--- config.mk ---
export PLATFORM = sky130hd
export DESIGN_NAME = rcei_top
export DESIGN_NICKNAME = d
export VERILOG_FILES = /design/src/pkg/rcei_pkg.sv /design/src/design/rcei_cmd_mem.sv /design/src/design/rcei_top.sv
export SDC_FILE = /design/constraint.sdc
export NUM_CORES = 1
export LEC_CHECK = 0
export ABC_AREA = 1
export BUFFER_PORTS_ARGS = -buffer_cell sky130_fd_sc_hd__buf_4
export CORE_MARGIN = 2
export CORE_UTILIZATION = 54
export DETAILED_ROUTE_END_ITERATION = 16
export MAX_ROUTING_LAYER = met4
export PLACE_DENSITY = 0.76
export SLEW_MARGIN = 20
export SYNTH_ARGS = -nofsm -noshare
export SYNTH_HDL_FRONTEND = slang
export SYNTH_SLANG_ARGS = --single-unit
--- constraint.sdc ---
create_clock -name pclk -period 3.66 [get_ports pclk]
set_clock_uncertainty 0.15 [all_clocks]
set_input_delay 0.366 -clock pclk [delete_from_list [all_inputs] [get_ports pclk]]
set_output_delay 0.366 -clock pclk [all_outputs]
set_load 0.005 [all_outputs]
--- src/pkg/rcei_pkg.sv ---
package rcei_pkg;
	// Register byte addresses
	localparam logic [7:0] ADDR_RX_COMMAND = 8'h00;
	localparam logic [7:0] ADDR_CMD_STATUS = 8'h04;
	localparam logic [7:0] ADDR_IRQ_MASK = 8'h08;
	localparam logic [7:0] ADDR_EVENT_STATUS = 8'h0c;
	// Event bit positions in the low 24 bits
	localparam int EV_RX_DONE = 0;
	localparam int EV_RX_OTHER = 1;
	localparam int EV_TX = 8;
	localparam int EV_FIFO = 16;
	localparam int EV_TIMER = 20;
	// Master enable sits in the top bit of the mask register
	localparam int MASK_MASTER_BIT = 31;
	// Command status fields
	localparam int CS_DONE_LSB = 24;
	localparam int CS_FREE_LSB = 0;
	// Receive command fields
	localparam int CMD_LEN_LSB = 0;
	localparam int CMD_ID_LSB = 16;
	// Command queue depth
	localparam int QUEUE_DEPTH = 8;
	localparam logic [3:0] QUEUE_DEPTH_V = 4'h8;
	// Reset values
	localparam logic [31:0] MASK_RESET = 32'h0000_0000;
	localparam logic [23:0] EVENT_RESET = 24'h00_0000;
	localparam logic [7:0] DONE_RESET = 8'h00;
	// Receive header alignment in bytes
	localparam logic [15:0] HDR_ALIGN_MASK = 16'h0007;
	localparam logic [15:0] HDR_SIZE = 16'h0008;
endpackage

--- src/design/rcei_cmd_mem.sv ---
`timescale 1ns/100ps
`default_nettype none
// Small memory holding queued receive commands; registered read data
module rcei_cmd_mem
	import rcei_pkg::*;
(
	// Clock
	input wire logic pclk,
	// Write port
	input wire logic wr_en,
	input wire logic [2:0] wr_addr,
	input wire logic [31:0] wr_data,
	// Read port
	input wire logic [2:0] rd_addr,
	output logic [31:0] rd_data
);
	logic [31:0] mem [QUEUE_DEPTH];

	// Store and fetch
	always_ff @(posedge pclk) begin
		if (wr_en) begin
			mem[wr_addr] <= wr_data;
		end
		rd_data <= mem[rd_addr];
	end
endmodule
`default_nettype wire

--- src/design/rcei_top.sv ---
// Notes on behaviour
// - Four event categories: receive, transmit, FIFO, timer
// - Event bits stay set until read
// - Read returns contents, then clears register
// - Clear touches only byte lanes read
// - Top byte mirrors completed command count
// - Reading top byte zeroes done count; code subtracts the value the read returned
// - Read while interrupt high drops master enable
// - No interrupt while master enable is zero (irq is registered, so it falls one cycle after a write clears master enable)
// - Per-event mask bit gates interrupt
// - Masks never stop event bits setting
// - Gated result drives interrupt output
// - Free count shows commands still acceptable
// - Finished commands set done event bit
// - Headers start on 8-byte aligned positions
//
// The APB register port and the address map were left to the implementer.
`timescale 1ns/100ps
`default_nettype none
module rcei_top
	import rcei_pkg::*;
(
	// Clock and reset
	input wire logic pclk,
	input wire logic presetn,
	// APB slave
	input wire logic psel,
	input wire logic penable,
	input wire logic pwrite,
	input wire logic [7:0] paddr,
	input wire logic [31:0] pwdata,
	input wire logic [3:0] pstrb,
	output logic [31:0] prdata,
	output logic pready,
	output logic pslverr,
	// Event sources, one-cycle pulses
	input wire logic rx_event,
	input wire logic tx_event,
	input wire logic fifo_event,
	input wire logic timer_event,
	// Receive engine side: finishes the oldest queued command
	input wire logic rx_cmd_finish,
	input wire logic [15:0] rx_pkt_len,
	output logic [31:0] rx_cur_cmd,
	output logic rx_cur_valid,
	output logic [15:0] rx_next_hdr_offset,
	// Interrupt toward host
	output logic irq
);
	// Bus decode
	wire access = psel && penable;
	wire wr = access && pwrite;
	wire rd = access && !pwrite;
	wire hit_cmd = paddr == ADDR_RX_COMMAND;
	wire hit_cs = paddr == ADDR_CMD_STATUS;
	wire hit_mask = paddr == ADDR_IRQ_MASK;
	wire hit_ev = paddr == ADDR_EVENT_STATUS;
	wire mapped = hit_cmd | hit_cs | hit_mask | hit_ev;

	// State
	logic [23:0] event_bits; // Sticky low 24 bits of event status
	logic [7:0] rx_cmd_done_count; // Completed command count
	logic [31:0] mask; // Mask bits plus master enable
	logic [3:0] fill; // Commands waiting
	logic [2:0] wptr;
	logic [2:0] rptr;
	logic [31:0] mem_q;
	logic [15:0] hdr_off;

	wire irq_master_enable = mask[MASK_MASTER_BIT];
	wire [3:0] rx_cmd_free_count = QUEUE_DEPTH_V - fill;
	wire queue_full = fill == QUEUE_DEPTH_V;
	wire queue_empty = fill == 4'h0;
	wire push = wr && hit_cmd && !queue_full;
	wire pop = rx_cmd_finish && !queue_empty;

	// Read lanes of the event register that are cleared
	wire ev_rd = rd && hit_ev;
	wire [3:0] lane_clr = ev_rd ? pstrb : 4'h0;
	wire [23:0] clr_mask;
	wire [23:0] set_bits;

	// Per-byte clear mask over the three sticky bytes
	genvar gi;
	generate
		for (gi = 0; gi < 3; gi++) begin : g_lane
			assign clr_mask[gi*8 +: 8] = {8{lane_clr[gi]}};
		end
	endgenerate

	// Event sources; status is set regardless of masks
	assign set_bits = (24'h1 << EV_RX_DONE) & {24{pop}}
		| (24'h1 << EV_RX_OTHER) & {24{rx_event}}
		| (24'h1 << EV_TX) & {24{tx_event}}
		| (24'h1 << EV_FIFO) & {24{fifo_event}}
		| (24'h1 << EV_TIMER) & {24{timer_event}};

	// Full event view, top byte aliases done count
	wire [31:0] event_view = {rx_cmd_done_count, event_bits};
	wire [31:0] pending = event_view & mask;
	wire next_irq = irq_master_enable && (pending[30:0] != 31'h0);

	// Sticky events: set wins over clear. Only bits that the read returned
	// are cleared: an event landing on the setup edge missed the captured
	// read data and must survive the access edge.
	wire [23:0] read_clr = clr_mask & prdata[23:0]; // Returned and accessed bits
	always_ff @(posedge pclk or negedge presetn) begin
		if (!presetn) begin
			event_bits <= EVENT_RESET;
		end else begin
			event_bits <= (event_bits & ~read_clr) | set_bits;
		end
	end

	// Completed count. A read of the top byte subtracts what it returned, so
	// a finish that lands between setup and access is kept for the next read.
	always_ff @(posedge pclk or negedge presetn) begin
		if (!presetn) begin
			rx_cmd_done_count <= DONE_RESET;
		end else if (lane_clr[3]) begin
			rx_cmd_done_count <= rx_cmd_done_count - prdata[31:24] + {7'h00, pop};
		end else if (pop) begin
			rx_cmd_done_count <= rx_cmd_done_count + 8'h01;
		end
	end

	// Mask register; read while irq high drops master enable
	always_ff @(posedge pclk or negedge presetn) begin
		if (!presetn) begin
			mask <= MASK_RESET;
		end else if (wr && hit_mask) begin
			mask <= pwdata;
		end else if (ev_rd && irq) begin
			mask[MASK_MASTER_BIT] <= 1'b0;
		end
	end

	// Interrupt line, registered so the pin never glitches; a clearing
	// read with irq high forces it low on the next cycle
	always_ff @(posedge pclk or negedge presetn) begin
		if (!presetn) begin
			irq <= 1'b0;
		end else begin
			irq <= next_irq && !(ev_rd && irq);
		end
	end

	// Fill level after this edge, and the head address the memory reads
	wire [3:0] next_fill = fill + {3'h0, push} - {3'h0, pop};
	wire [2:0] rd_sel = pop ? rptr + 3'h1 : rptr; // Step past a popped head
	// A write into the slot being read returns stale data for one cycle
	wire rd_collide = push && (wptr == rd_sel);

	// Command queue pointers, in order
	always_ff @(posedge pclk or negedge presetn) begin
		if (!presetn) begin
			wptr <= 3'h0;
			rptr <= 3'h0;
			fill <= 4'h0;
		end else begin
			if (push) begin
				wptr <= wptr + 3'h1;
			end
			if (pop) begin
				rptr <= rptr + 3'h1;
			end
			fill <= next_fill;
		end
	end

	rcei_cmd_mem u_mem (
		.pclk(pclk),
		.wr_en(push),
		.wr_addr(wptr),
		.wr_data(pwdata),
		.rd_addr(rd_sel),
		.rd_data(mem_q)
	);

	// Head-of-queue valid; it waits a cycle whenever the registered memory
	// read the slot being written, since that word came out stale
	always_ff @(posedge pclk or negedge presetn) begin
		if (!presetn) begin
			rx_cur_valid <= 1'b0;
		end else begin
			rx_cur_valid <= next_fill != 4'h0 && !rd_collide;
		end
	end
	assign rx_cur_cmd = mem_q;

	// Next receive header offset, rounded to 8 bytes
	// Restarts at zero whenever the head command is finished
	wire [15:0] hdr_end = hdr_off + HDR_SIZE + rx_pkt_len + HDR_ALIGN_MASK;
	always_ff @(posedge pclk or negedge presetn) begin
		if (!presetn) begin
			hdr_off <= 16'h0000;
		end else if (pop) begin
			hdr_off <= 16'h0000;
		end else if (rx_event) begin
			hdr_off <= hdr_end & ~HDR_ALIGN_MASK;
		end
	end
	assign rx_next_hdr_offset = hdr_off;

	// Read data mux; data are captured in the setup cycle and stand through
	// the access, and clear-on-read effects use that captured word
	wire [31:0] cs_view = {rx_cmd_done_count, 20'h00000, rx_cmd_free_count};
	wire [31:0] rd_mux = hit_ev ? event_view :
		hit_mask ? mask :
		hit_cs ? cs_view : 32'h0000_0000;
	always_ff @(posedge pclk or negedge presetn) begin
		if (!presetn) begin
			prdata <= 32'h0000_0000;
		end else if (psel && !penable && !pwrite) begin
			prdata <= rd_mux;
		end
	end

	assign pready = 1'b1;
	// Errors: unmapped address, or a command written to a full queue
	assign pslverr = access && (!mapped || (push == 1'b0 && wr && hit_cmd));

	// Read of events with irq high must drop master enable next cycle
	chk_master_drop: assert property (@(posedge pclk) disable iff (!presetn)
		ev_rd && irq && !(wr && hit_mask) |=> !mask[MASK_MASTER_BIT])
		else $error("master enable not cleared");
	// No interrupt with master enable low
	chk_irq_gate: assert property (@(posedge pclk) disable iff (!presetn)
		!$past(irq_master_enable) |-> !irq) else $error("irq without enable");
	// Event sets regardless of mask
	chk_ev_sticky: assert property (@(posedge pclk) disable iff (!presetn)
		tx_event |=> event_bits[EV_TX]) else $error("tx event lost");
	// Bit stays set without read
	chk_ev_hold: assert property (@(posedge pclk) disable iff (!presetn)
		event_bits[EV_TIMER] && !lane_clr[2] |=> event_bits[EV_TIMER])
		else $error("event dropped");
	// An event on the setup edge of a read is not in its data and survives it
	chk_ev_keep: assert property (@(posedge pclk) disable iff (!presetn)
		psel && !penable && !pwrite && hit_ev && tx_event && !event_bits[EV_TX]
		##1 penable |=> event_bits[EV_TX])
		else $error("event lost on read");
	// Byte lane clear only: returned bits of lane 1 go, lane 0 is untouched
	chk_lane_clear: assert property (@(posedge pclk) disable iff (!presetn)
		lane_clr == 4'h2 && !tx_event |=>
		(event_bits[15:8] & $past(prdata[15:8])) == 8'h00
		&& ($stable(event_bits[7:0]) || $past(pop) || $past(rx_event)))
		else $error("wrong lane cleared");
	// Done count drops by exactly what the top-byte read returned
	chk_done_zero: assert property (@(posedge pclk) disable iff (!presetn)
		lane_clr[3] && !pop |=>
		rx_cmd_done_count == $past(rx_cmd_done_count) - $past(prdata[31:24]))
		else $error("count kept");
	// Finish increments count
	chk_done_inc: assert property (@(posedge pclk) disable iff (!presetn)
		pop && !lane_clr[3] |=> rx_cmd_done_count == $past(rx_cmd_done_count) + 8'h01)
		else $error("count not incremented");
	// Interrupt follows unmasked event
	chk_irq_raise: assert property (@(posedge pclk) disable iff (!presetn)
		next_irq && !ev_rd |=> irq) else $error("irq not raised");
	// Nothing unmasked pending means no interrupt next cycle
	chk_mask_gate: assert property (@(posedge pclk) disable iff (!presetn)
		pending[30:0] == 31'h0 |=> !irq) else $error("irq from masked event");
	// Free count matches fill
	chk_free_count: assert property (@(posedge pclk) disable iff (!presetn)
		push && !pop |=> rx_cmd_free_count == $past(rx_cmd_free_count) - 4'h1)
		else $error("free count wrong");
	// A command written to a full queue is dropped
	chk_full_refuse: assert property (@(posedge pclk) disable iff (!presetn)
		wr && hit_cmd && queue_full && !pop |=> queue_full)
		else $error("command taken while full");
	// Each new header offset lands on an 8-byte boundary
	chk_hdr_align: assert property (@(posedge pclk) disable iff (!presetn)
		rx_event |=> (hdr_off & HDR_ALIGN_MASK) == 16'h0000)
		else $error("header offset misaligned");
endmodule
`default_nettype wire

==> metrics.txt, run 1 <==
status finished, final reports clean; worst vdd ir 0.378 mV; sw frac between 30% and 40%; initial antenna violation count 2; Cell Area, Synth 0.0189 mm^2; Total GRT Usage 25.7%; area grow syn2layout 17.4%; DRC Markers 0; main combinational cell family by area after synthesis simple AND/OR/NAND/NOR gates; CTS Sinks approximately 410; crit path from fill[1]; die area 0.0366 mm^2; sequential share of the synthesized area ~60%; list of most frequent post-synthesis cells nand2_1 (862), inv_1 (328), edfxtp_1 (256), nand3_1 (184), dfrtp_1 (121); layout cells sized above 1 a little under an eighth; number of synthesis warnings 0; simple-gate area share of the yosys netlist 24.3%; unrepaired setup endpoints after global routing no; post-route ant nets 0; FMAX 338 MHz; Main synth FF type edfxtp_1; NumNets Final about 2400; post-CTS setup buffers 0; Slew headroom 42.7%; Synth Area in XOR/XNOR 0.601%; Core Footprint around 0.035 mm^2; post-synthesis compound-gate area fraction ~2.7%; P_leak approximately 11 nW; Pint 9.55 mW; final wirelength 44900 um; min-delay src pstrb[1]; Cell Area, Placed 0.0205 mm^2; DIE HEIGHT around 190 um; final worst-path cycle share 80.8%; synthesized flop and latch total about 410; global-route congestion overflow total 0; Worst EP required roughly 4.0 ns; critical path endpoint category flip-flop; Async S/R FF share, synth 29.6%; CTS Root Cell clkbuf_16; CTS HTree Levels 2; leading area contributor after synthesis edfxtp_1; Post-synth EDFFs 256; Initial Utilization a little over half; CP Launch Type flip-flop; worst-margin pin slew 0.860 ns; TritonCTS clock tree done; number of global-route vias before repair between 10000 and 15000; Synth Area in Adders 3.51%; Arr. time, crit path around 3.3 ns; via count between 10000 and 15000; Hold WC Path Type in2reg; Clock Latency Late Sink 0.55 ns; multiplexer share of the synthesized area 0%; Avg WL per Cell 16.2 um; sw power 5.21 mW; row count 68; Max clock buf depth 3; Crit Path Max Fanout 11; top-area cell type share of the netlist area roughly two fifths; Starting DRT DRC Count between 1000 and 1500; Comb pwr share 33.3%; Final HPWL DP 27600 um; first-pass GRT wire length 71700 um; Final Cell Area 0.0222 mm^2; io pins ~150; Hold Fails Final Rpt 0; Port Buffers 149; Routability Congestion about 0.89; Power Density 663 mW/mm^2; Slew Limit Fails 0; Synth Area per Inst approximately 9 um^2; post-layout minimum cycle time slightly below 3 ns; Seq pwr share approximately 38%; synth unique cells 38; max-cap check violation count 0; cells after synthesis 2100; Clock Power Share 29.1%; Worst R2R Start fill[1]; final setup vio count 0; crit path kind reg2reg; Die Wd 191 um; Power Total 14.8 mW; number of vias per cell 5.20; largest net degree at the start of global routing between 90 and 100; synth top area cells edfxtp_1 (41%), nand2_1 (17%), dfrtp_1 (16%); clock-pin slew on the worst setup and hold paths ~0.070 ns; TritonCTS buffer count 42; DRT Pass-1 Iters 5; top-count cell post-synth nand2_1
[power groups by stage]
stage | sequential (mW) | combinational [mW] | clock, mW
after floorplan | 5.60 | 3.40 | 0
after global placement | 5.65 | 4.66 | 0
after detailed placement | 5.65 | 4.83 | 0
after CTS | 5.56 | 4.92 | 4.34
after global routing | 5.60 | 5.56 | 4.53
final | 5.56 | 4.91 | 4.29
[critical path, cell delays in order (launching register included)]
cell	delay [ns]
dfrtp_1	0.39
inv_1	0.16
ha_1	0.30
nand2_2	0.09
nand2_4	0.14
inv_2	0.13
ha_1	0.29
inv_1	0.04
ha_1	0.21
fa_1	0.42
xnor2_1	0.17
nor3_1	0.17
nand2_1	0.08
nand2_1	0.08
inv_1	0.04
[layout by cell type, fill, tap and decap left out, types with 9 or more instances in the layout]
cell type / netlist / layout
nand2_1: 862 / 862
inv_1: 328 / 327
edfxtp_1: 256 / 256
nand3_1: 184 / 184
buf_4: 8 / 172
dfrtp_1: 121 / 121
ha_1: 50 / 50
clkbuf_16: 0 / 42
nor2_1: 39 / 39
dlygate4sd3_1: 0 / 38
dfxtp_1: 32 / 32
o21ai_0: 26 / 26
a21oi_1: 24 / 24
o21a_1: 14 / 14
clkinv_2: 0 / 11
nand4_1: 9 / 9
[routing by layer]
metal / share of wire, % / vias to the layer above / global-route usage, % / wire length, um
met4: 2.6 / 0 / 8.67 / 1160
met3: 7.2 / 100 / 3.40 / 3250
li1: - / 6957 / - / -
met5: 0 / - / - / 0
met2: 47 / 590 / 40.4 / 21200
met1: 43 / 6765 / 34.8 / 19300
[flip-flops by register name, summed over array words and instances, names as in the netlist, 3 cells and up]
name and flops:
u_mem.mem 256, u_mem.rd_data 32, mask 32, wptr 3
rptr 3, rx_cmd_done_count 8, prdata 32, event_bits 24
rx_next_hdr_offset 13, fill 4
[kinds of logic after synthesis]
logic type | count (synthesis)
compound gates | 87
xor+xnor | 13
fa+ha+maj | 52
buf+inv | 407
flops | 409
other cells | 2
simple gates | 1130
[layout make-up]
type,instances,area (um^2)
clock inverters,27,299
diodes,2,5.00
multi-input cells,1286,5970
repair buffers,212,1710
well taps,455,569
inverters,333,1250
flip-flops and latches,409,11400
fillers,2747,12300
clock buffers,50,1080
[per-stage QoR]
stage | hold WS [ns] | util [%] | std cells | TNS [ns] | setup slack (ns)
2_1_floorplan | -0.0796 | - | 2102 | -76.14 | -0.341
3_3_place_gp | 0.281 | 59.3 | 2657 | 0 | 0.809
3_5_place_dp | 0.290 | 59.3 | 2657 | 0 | 0.706
4_1_cts | 0.0747 | 64.4 | 2772 | 0 | 0.718
5_1_grt | 0.109 | 64.4 | 2774 | 0 | 0.463
6_report | 0.0850 | 64.4 | 2774 | 0 | 0.702
[path summary, 6_finish.rpt]
path / to / slack [ns] / cells past startpoint
min in group asynchronous: prdata[17] / 0.23 / 2
hold reg to reg: event_bits[17] / 0.34 / 2
setup / recovery: rx_cur_valid / 0.70 / 14
setup reg to reg: rx_cur_valid / 0.70 / 14
max in group asynchronous: rx_next_hdr_offset[12] / 2.24 / 3
hold / removal: event_bits[13] / 0.09 / 6
[repair_timing]
| item | in CTS | in global routing |
|---|---|---|
| gates resized for setup | 0 | 0 |
| hold buffers | 38 | 0 |
| endpoints found under the hold margin | 326 | 0 |
No activity file was read; power rests on OpenSTA's default activity.
==> run 2: changes to the inputs <==
Settings changed: ABC_AREA 1 to 0, CORE_UTILIZATION 54 to 55, PLACE_DENSITY 0.76 to 0.75.
Clock period 3.66 ns to 2.76 ns, I/O delays scaled along.
==> run 2 against run 1 <==
Against the previous run: sequential cell count stayed put; utilization is 4.7 points higher; sequential share of layout area is 2.8 points higher; register-to-register slack worse by 0.72 ns; the flow now finishes with violations (negative setup slack); count of clock-buffer cells in the layout is 3 higher; critical path type unchanged; die area is 12% lower; non-clock buffer count is 30 higher; largest power group unchanged; via count is 29% lower; global-route usage is 1.8 points lower; synthesized cell count is 49% lower; first-iteration DRC count is 29% lower.
==> metrics.txt, run 2 <==
Max clock buf depth 3 (unchanged); clock-pin slew on the worst setup and hold paths 0.06 ns (about the same); sw power 5.79 mW (+11%); Arr. time, crit path 3.07 ns (-0.19 ns); cells after synthesis 1068 (-49%); number of vias per cell 5.88 (+13%); number of synthesis warnings 0 (unchanged); number of global-route vias before repair 10300 (-26%); CP Launch Type flip-flop; Routability Congestion 0.856 (-3.8%); Crit Path Max Fanout 4 (-7); DR WL met3 2800 um (-14%); Max stage delay on crit path 0.39 ns (-0.03 ns); synth top area cells edfxtp_1 (45%), dfrtp_1 (18%), mux4_2 (8.5%); crit-path cells inv_2, ha_4, a21boi_4, clkinv_8, ha_4, inv_2, ha_4, inv_2, fa_2, nor2b_2, o21ai_2, a21o_1, and3b_1, o31ai_1; Comb pwr share 33.5% (+0.2 points); DIE HEIGHT 180 um (-6.0%); synthesized flop and latch total 409 (unchanged); DR WL met2 18800 um (-12%); initial antenna violation count 2 (unchanged); final setup vio count 2 (+2); Post-synth EDFFs 256 (unchanged); Async S/R FF share, synth 29.6% (unchanged); Initial Utilization 55.7% (+0.83 points); row count 64 (-5.9%); sum of negative setup slack -0.0259 ns (-0.0259 ns); filler instances 1983 (-28%); synth unique cells 67 (+76%); post-layout minimum cycle time 2.78 ns (-0.179 ns); Top reg by flops u_mem.mem; die area 0.0323 mm^2 (-12%); P_leak 8.21 nW (-25%); Final HPWL DP 23300 um (-16%); final wirelength 38300 um (-15%); TritonCTS buffer count 43 (+2.4%); FMAX 360 MHz (+6.4%); Power Density 945 mW/mm^2 (+43%); failing checks negative setup slack; diode count 0 (-2); Power Total 19.9 mW (+35%); Largest register FFs 256 (unchanged); Slew headroom 61.9% (+19 points); NumNets Final 1427 (-41%); Worst EP required 3.05 ns (-0.91 ns); Met1 Wirelength 16000 um (-17%); Port Buffers 149 (unchanged); critical path endpoint category flip-flop; unrepaired setup endpoints after global routing yes; via count 10200 (-29%); Die Wd 180 um (-6.0%); Worst Setup Slack, final -0.0194 ns (-0.721 ns); area grow syn2layout 24.1%; top-area cell type share of the netlist area 45.2% (+4.7 points); crit path kind reg2reg; Clock Power Share 29.3% (+0.2 points); largest net degree at the start of global routing 63 (-32%); status complete, but fails checks; Clock Latency Late Sink 0.55 ns (about the same); final worst-path cycle share 101% (+20 points); Setup WS pre-CTS -0.169 ns (-0.875 ns); worst vdd ir 0.648 mV (+71%); Cell Area, Synth 0.0170 mm^2 (-10%); leading area contributor after synthesis edfxtp_1; Hold WC Path Type in2reg; Main synth FF type edfxtp_1; layout cells sized above 1 30.7% (+19 points); CTS HTree Levels 2 (unchanged); Hold Fails Final Rpt 0 (unchanged); uppermost layer routed met4; CTS Sinks 409 (unchanged); Starting DRT DRC Count 939 (-29%); Pint 14.1 mW (+48%); Total GRT Usage 24.0% (-1.8 points); sequential share of the synthesized area 66.8% (+6.9 points); Avg WL per Cell 22.1 um (+36%); io pins 154 (unchanged); Core Footprint 0.0305 mm^2 (-12%); max-cap check violation count 0 (unchanged); slowest library cell on the worst path dfrtp_1; DRC Markers 0 (unchanged); Seq pwr share 37.2% (-0.5 points); top-count cell post-synth edfxtp_1; global-route congestion overflow total 0 (unchanged); Slew Limit Fails 0 (unchanged); list of most frequent post-synthesis cells edfxtp_1 (256), dfrtp_1 (121), mux4_2 (64), a21oi_1 (54), ha_1 (50); worst-margin pin slew 0.572 ns (-0.287 ns); DRT Pass-1 Iters 6 (+1); first-pass GRT wire length 58500 um (-18%); post-route ant nets 0 (unchanged); commonest cells after routing, fill and taps aside edfxtp_1 (256), buf_4 (187), dfrtp_1 (121); TritonCTS clock tree done; Synth Area per Inst 15.9 um^2 (+76%); sw frac 29.1% (-6.2 points); commonest non-fill, non-tap cell in the layout edfxtp_1; CTS Root Cell clkbuf_16
==> run 2: cell count changes after synthesis, moves of 11 or more <==
cell      change
buf_2        -24
a21boi_0     +22
mux4_2       +64
nand3_1     -172
mux2_2       +33
nand2_1     -814
mux2_1       +31
clkbuf_1     +13
xnor2_1      +11
inv_1       -295
a22oi_1      +39
a21oi_1      +30
o21a_1       -14
==> run 2: worst paths after layout <==
path                                               to  slack, ns  cells past startpoint  startpoint
worst min-delay path             rx_cmd_done_count[7]       0.03                      4    pstrb[3]
worst max register to register   rx_cmd_done_count[6]      -0.02                     14     fill[0]
max in group asynchronous       rx_next_hdr_offset[7]       1.57                      3     presetn
min in group asynchronous                  prdata[16]       0.12                      2     presetn
worst max-delay path             rx_cmd_done_count[6]      -0.02                     14     fill[0]
worst min register to register         event_bits[17]       0.34                      1  prdata[17]
==> run 2: per-layer routing <==
metal / global-route usage [%] / up-vias
li1: - / 4580
met1: 33.6 / 5161
met2: 37.0 / 413
met3: 4.29 / 46
met4: 5.82 / 0
met5: - / -
==> run 2: timing repair <==
item / 4_1_cts / 5_1_grt
pin swaps: 4 / 9
hold buffers: 37 / 0
gates resized for setup: 1 / 12
buffers inserted: 2 / 6
cloned: 0 / 2
hold endpoints to repair: 334 / 0
endpoints found under the setup margin: 12 / 18
==> run 2: stage by stage <==
stage	hold WS, ns	utilization (%)	area [um^2]	std cells
5_1_grt	0.0322	69.1	21100	1736
3_3_place_gp	0.157	62.5	19100	1609
4_1_cts	0.0118	68.6	20900	1728
6_report	0.0312	69.1	21100	1736
3_5_place_dp	0.157	62.5	19100	1609
2_1_floorplan	-0.170	-	17200	1070
==> run 2: area by class of cell <==
class	instances	area [um^2]	share of cell area, %
clock buffers	53	1160	5.52
clock inverters	27	294	1.39
inverters	36	153	0.724
multi-input cells	573	5480	26.0
flip-flops and latches	409	11400	53.8
well taps	396	495	2.35
repair buffers	242	2140	10.2
==> run 2: cell families (layout without fill, tap and decap cells) <==
group           count (synthesis)  count (layout)  synth area share (%)
flops                         409             409                  66.8
compound gates                192             192                  7.50
simple gates                  166             166                  4.87
mux                           132             132                  13.0
buf+inv                        88             358                  2.49
fa+ha+maj                      52              52                  3.92
xor+xnor                       27              27                  1.39
other cells                     2               4                0.0442
==> run 2: power by group through the flow <==
| stage | Clock (mW) | Sequential [mW] | Combinational [mW] |
|---|---|---|---|
| 2_1_floorplan | 0 | 7.47 | 4.24 |
| 3_3_place_gp | 0 | 7.53 | 6.10 |
| 3_5_place_dp | 0 | 7.54 | 6.19 |
| 4_1_cts | 5.94 | 7.42 | 6.34 |
| 5_1_grt | 6.22 | 7.47 | 7.28 |
| 6_report | 5.84 | 7.42 | 6.67 |
==> run 2: critical path, delay by kind of cell (launching register included) <==
family / cells / cell delay (ns)
adder cells (fa/ha/maj): 4 / 0.90
flip-flops: 1 / 0.39
AND/OR/NAND/NOR: 2 / 0.30
AO/OA/AOI/OAI: 4 / 0.70
buffers and inverters: 4 / 0.23
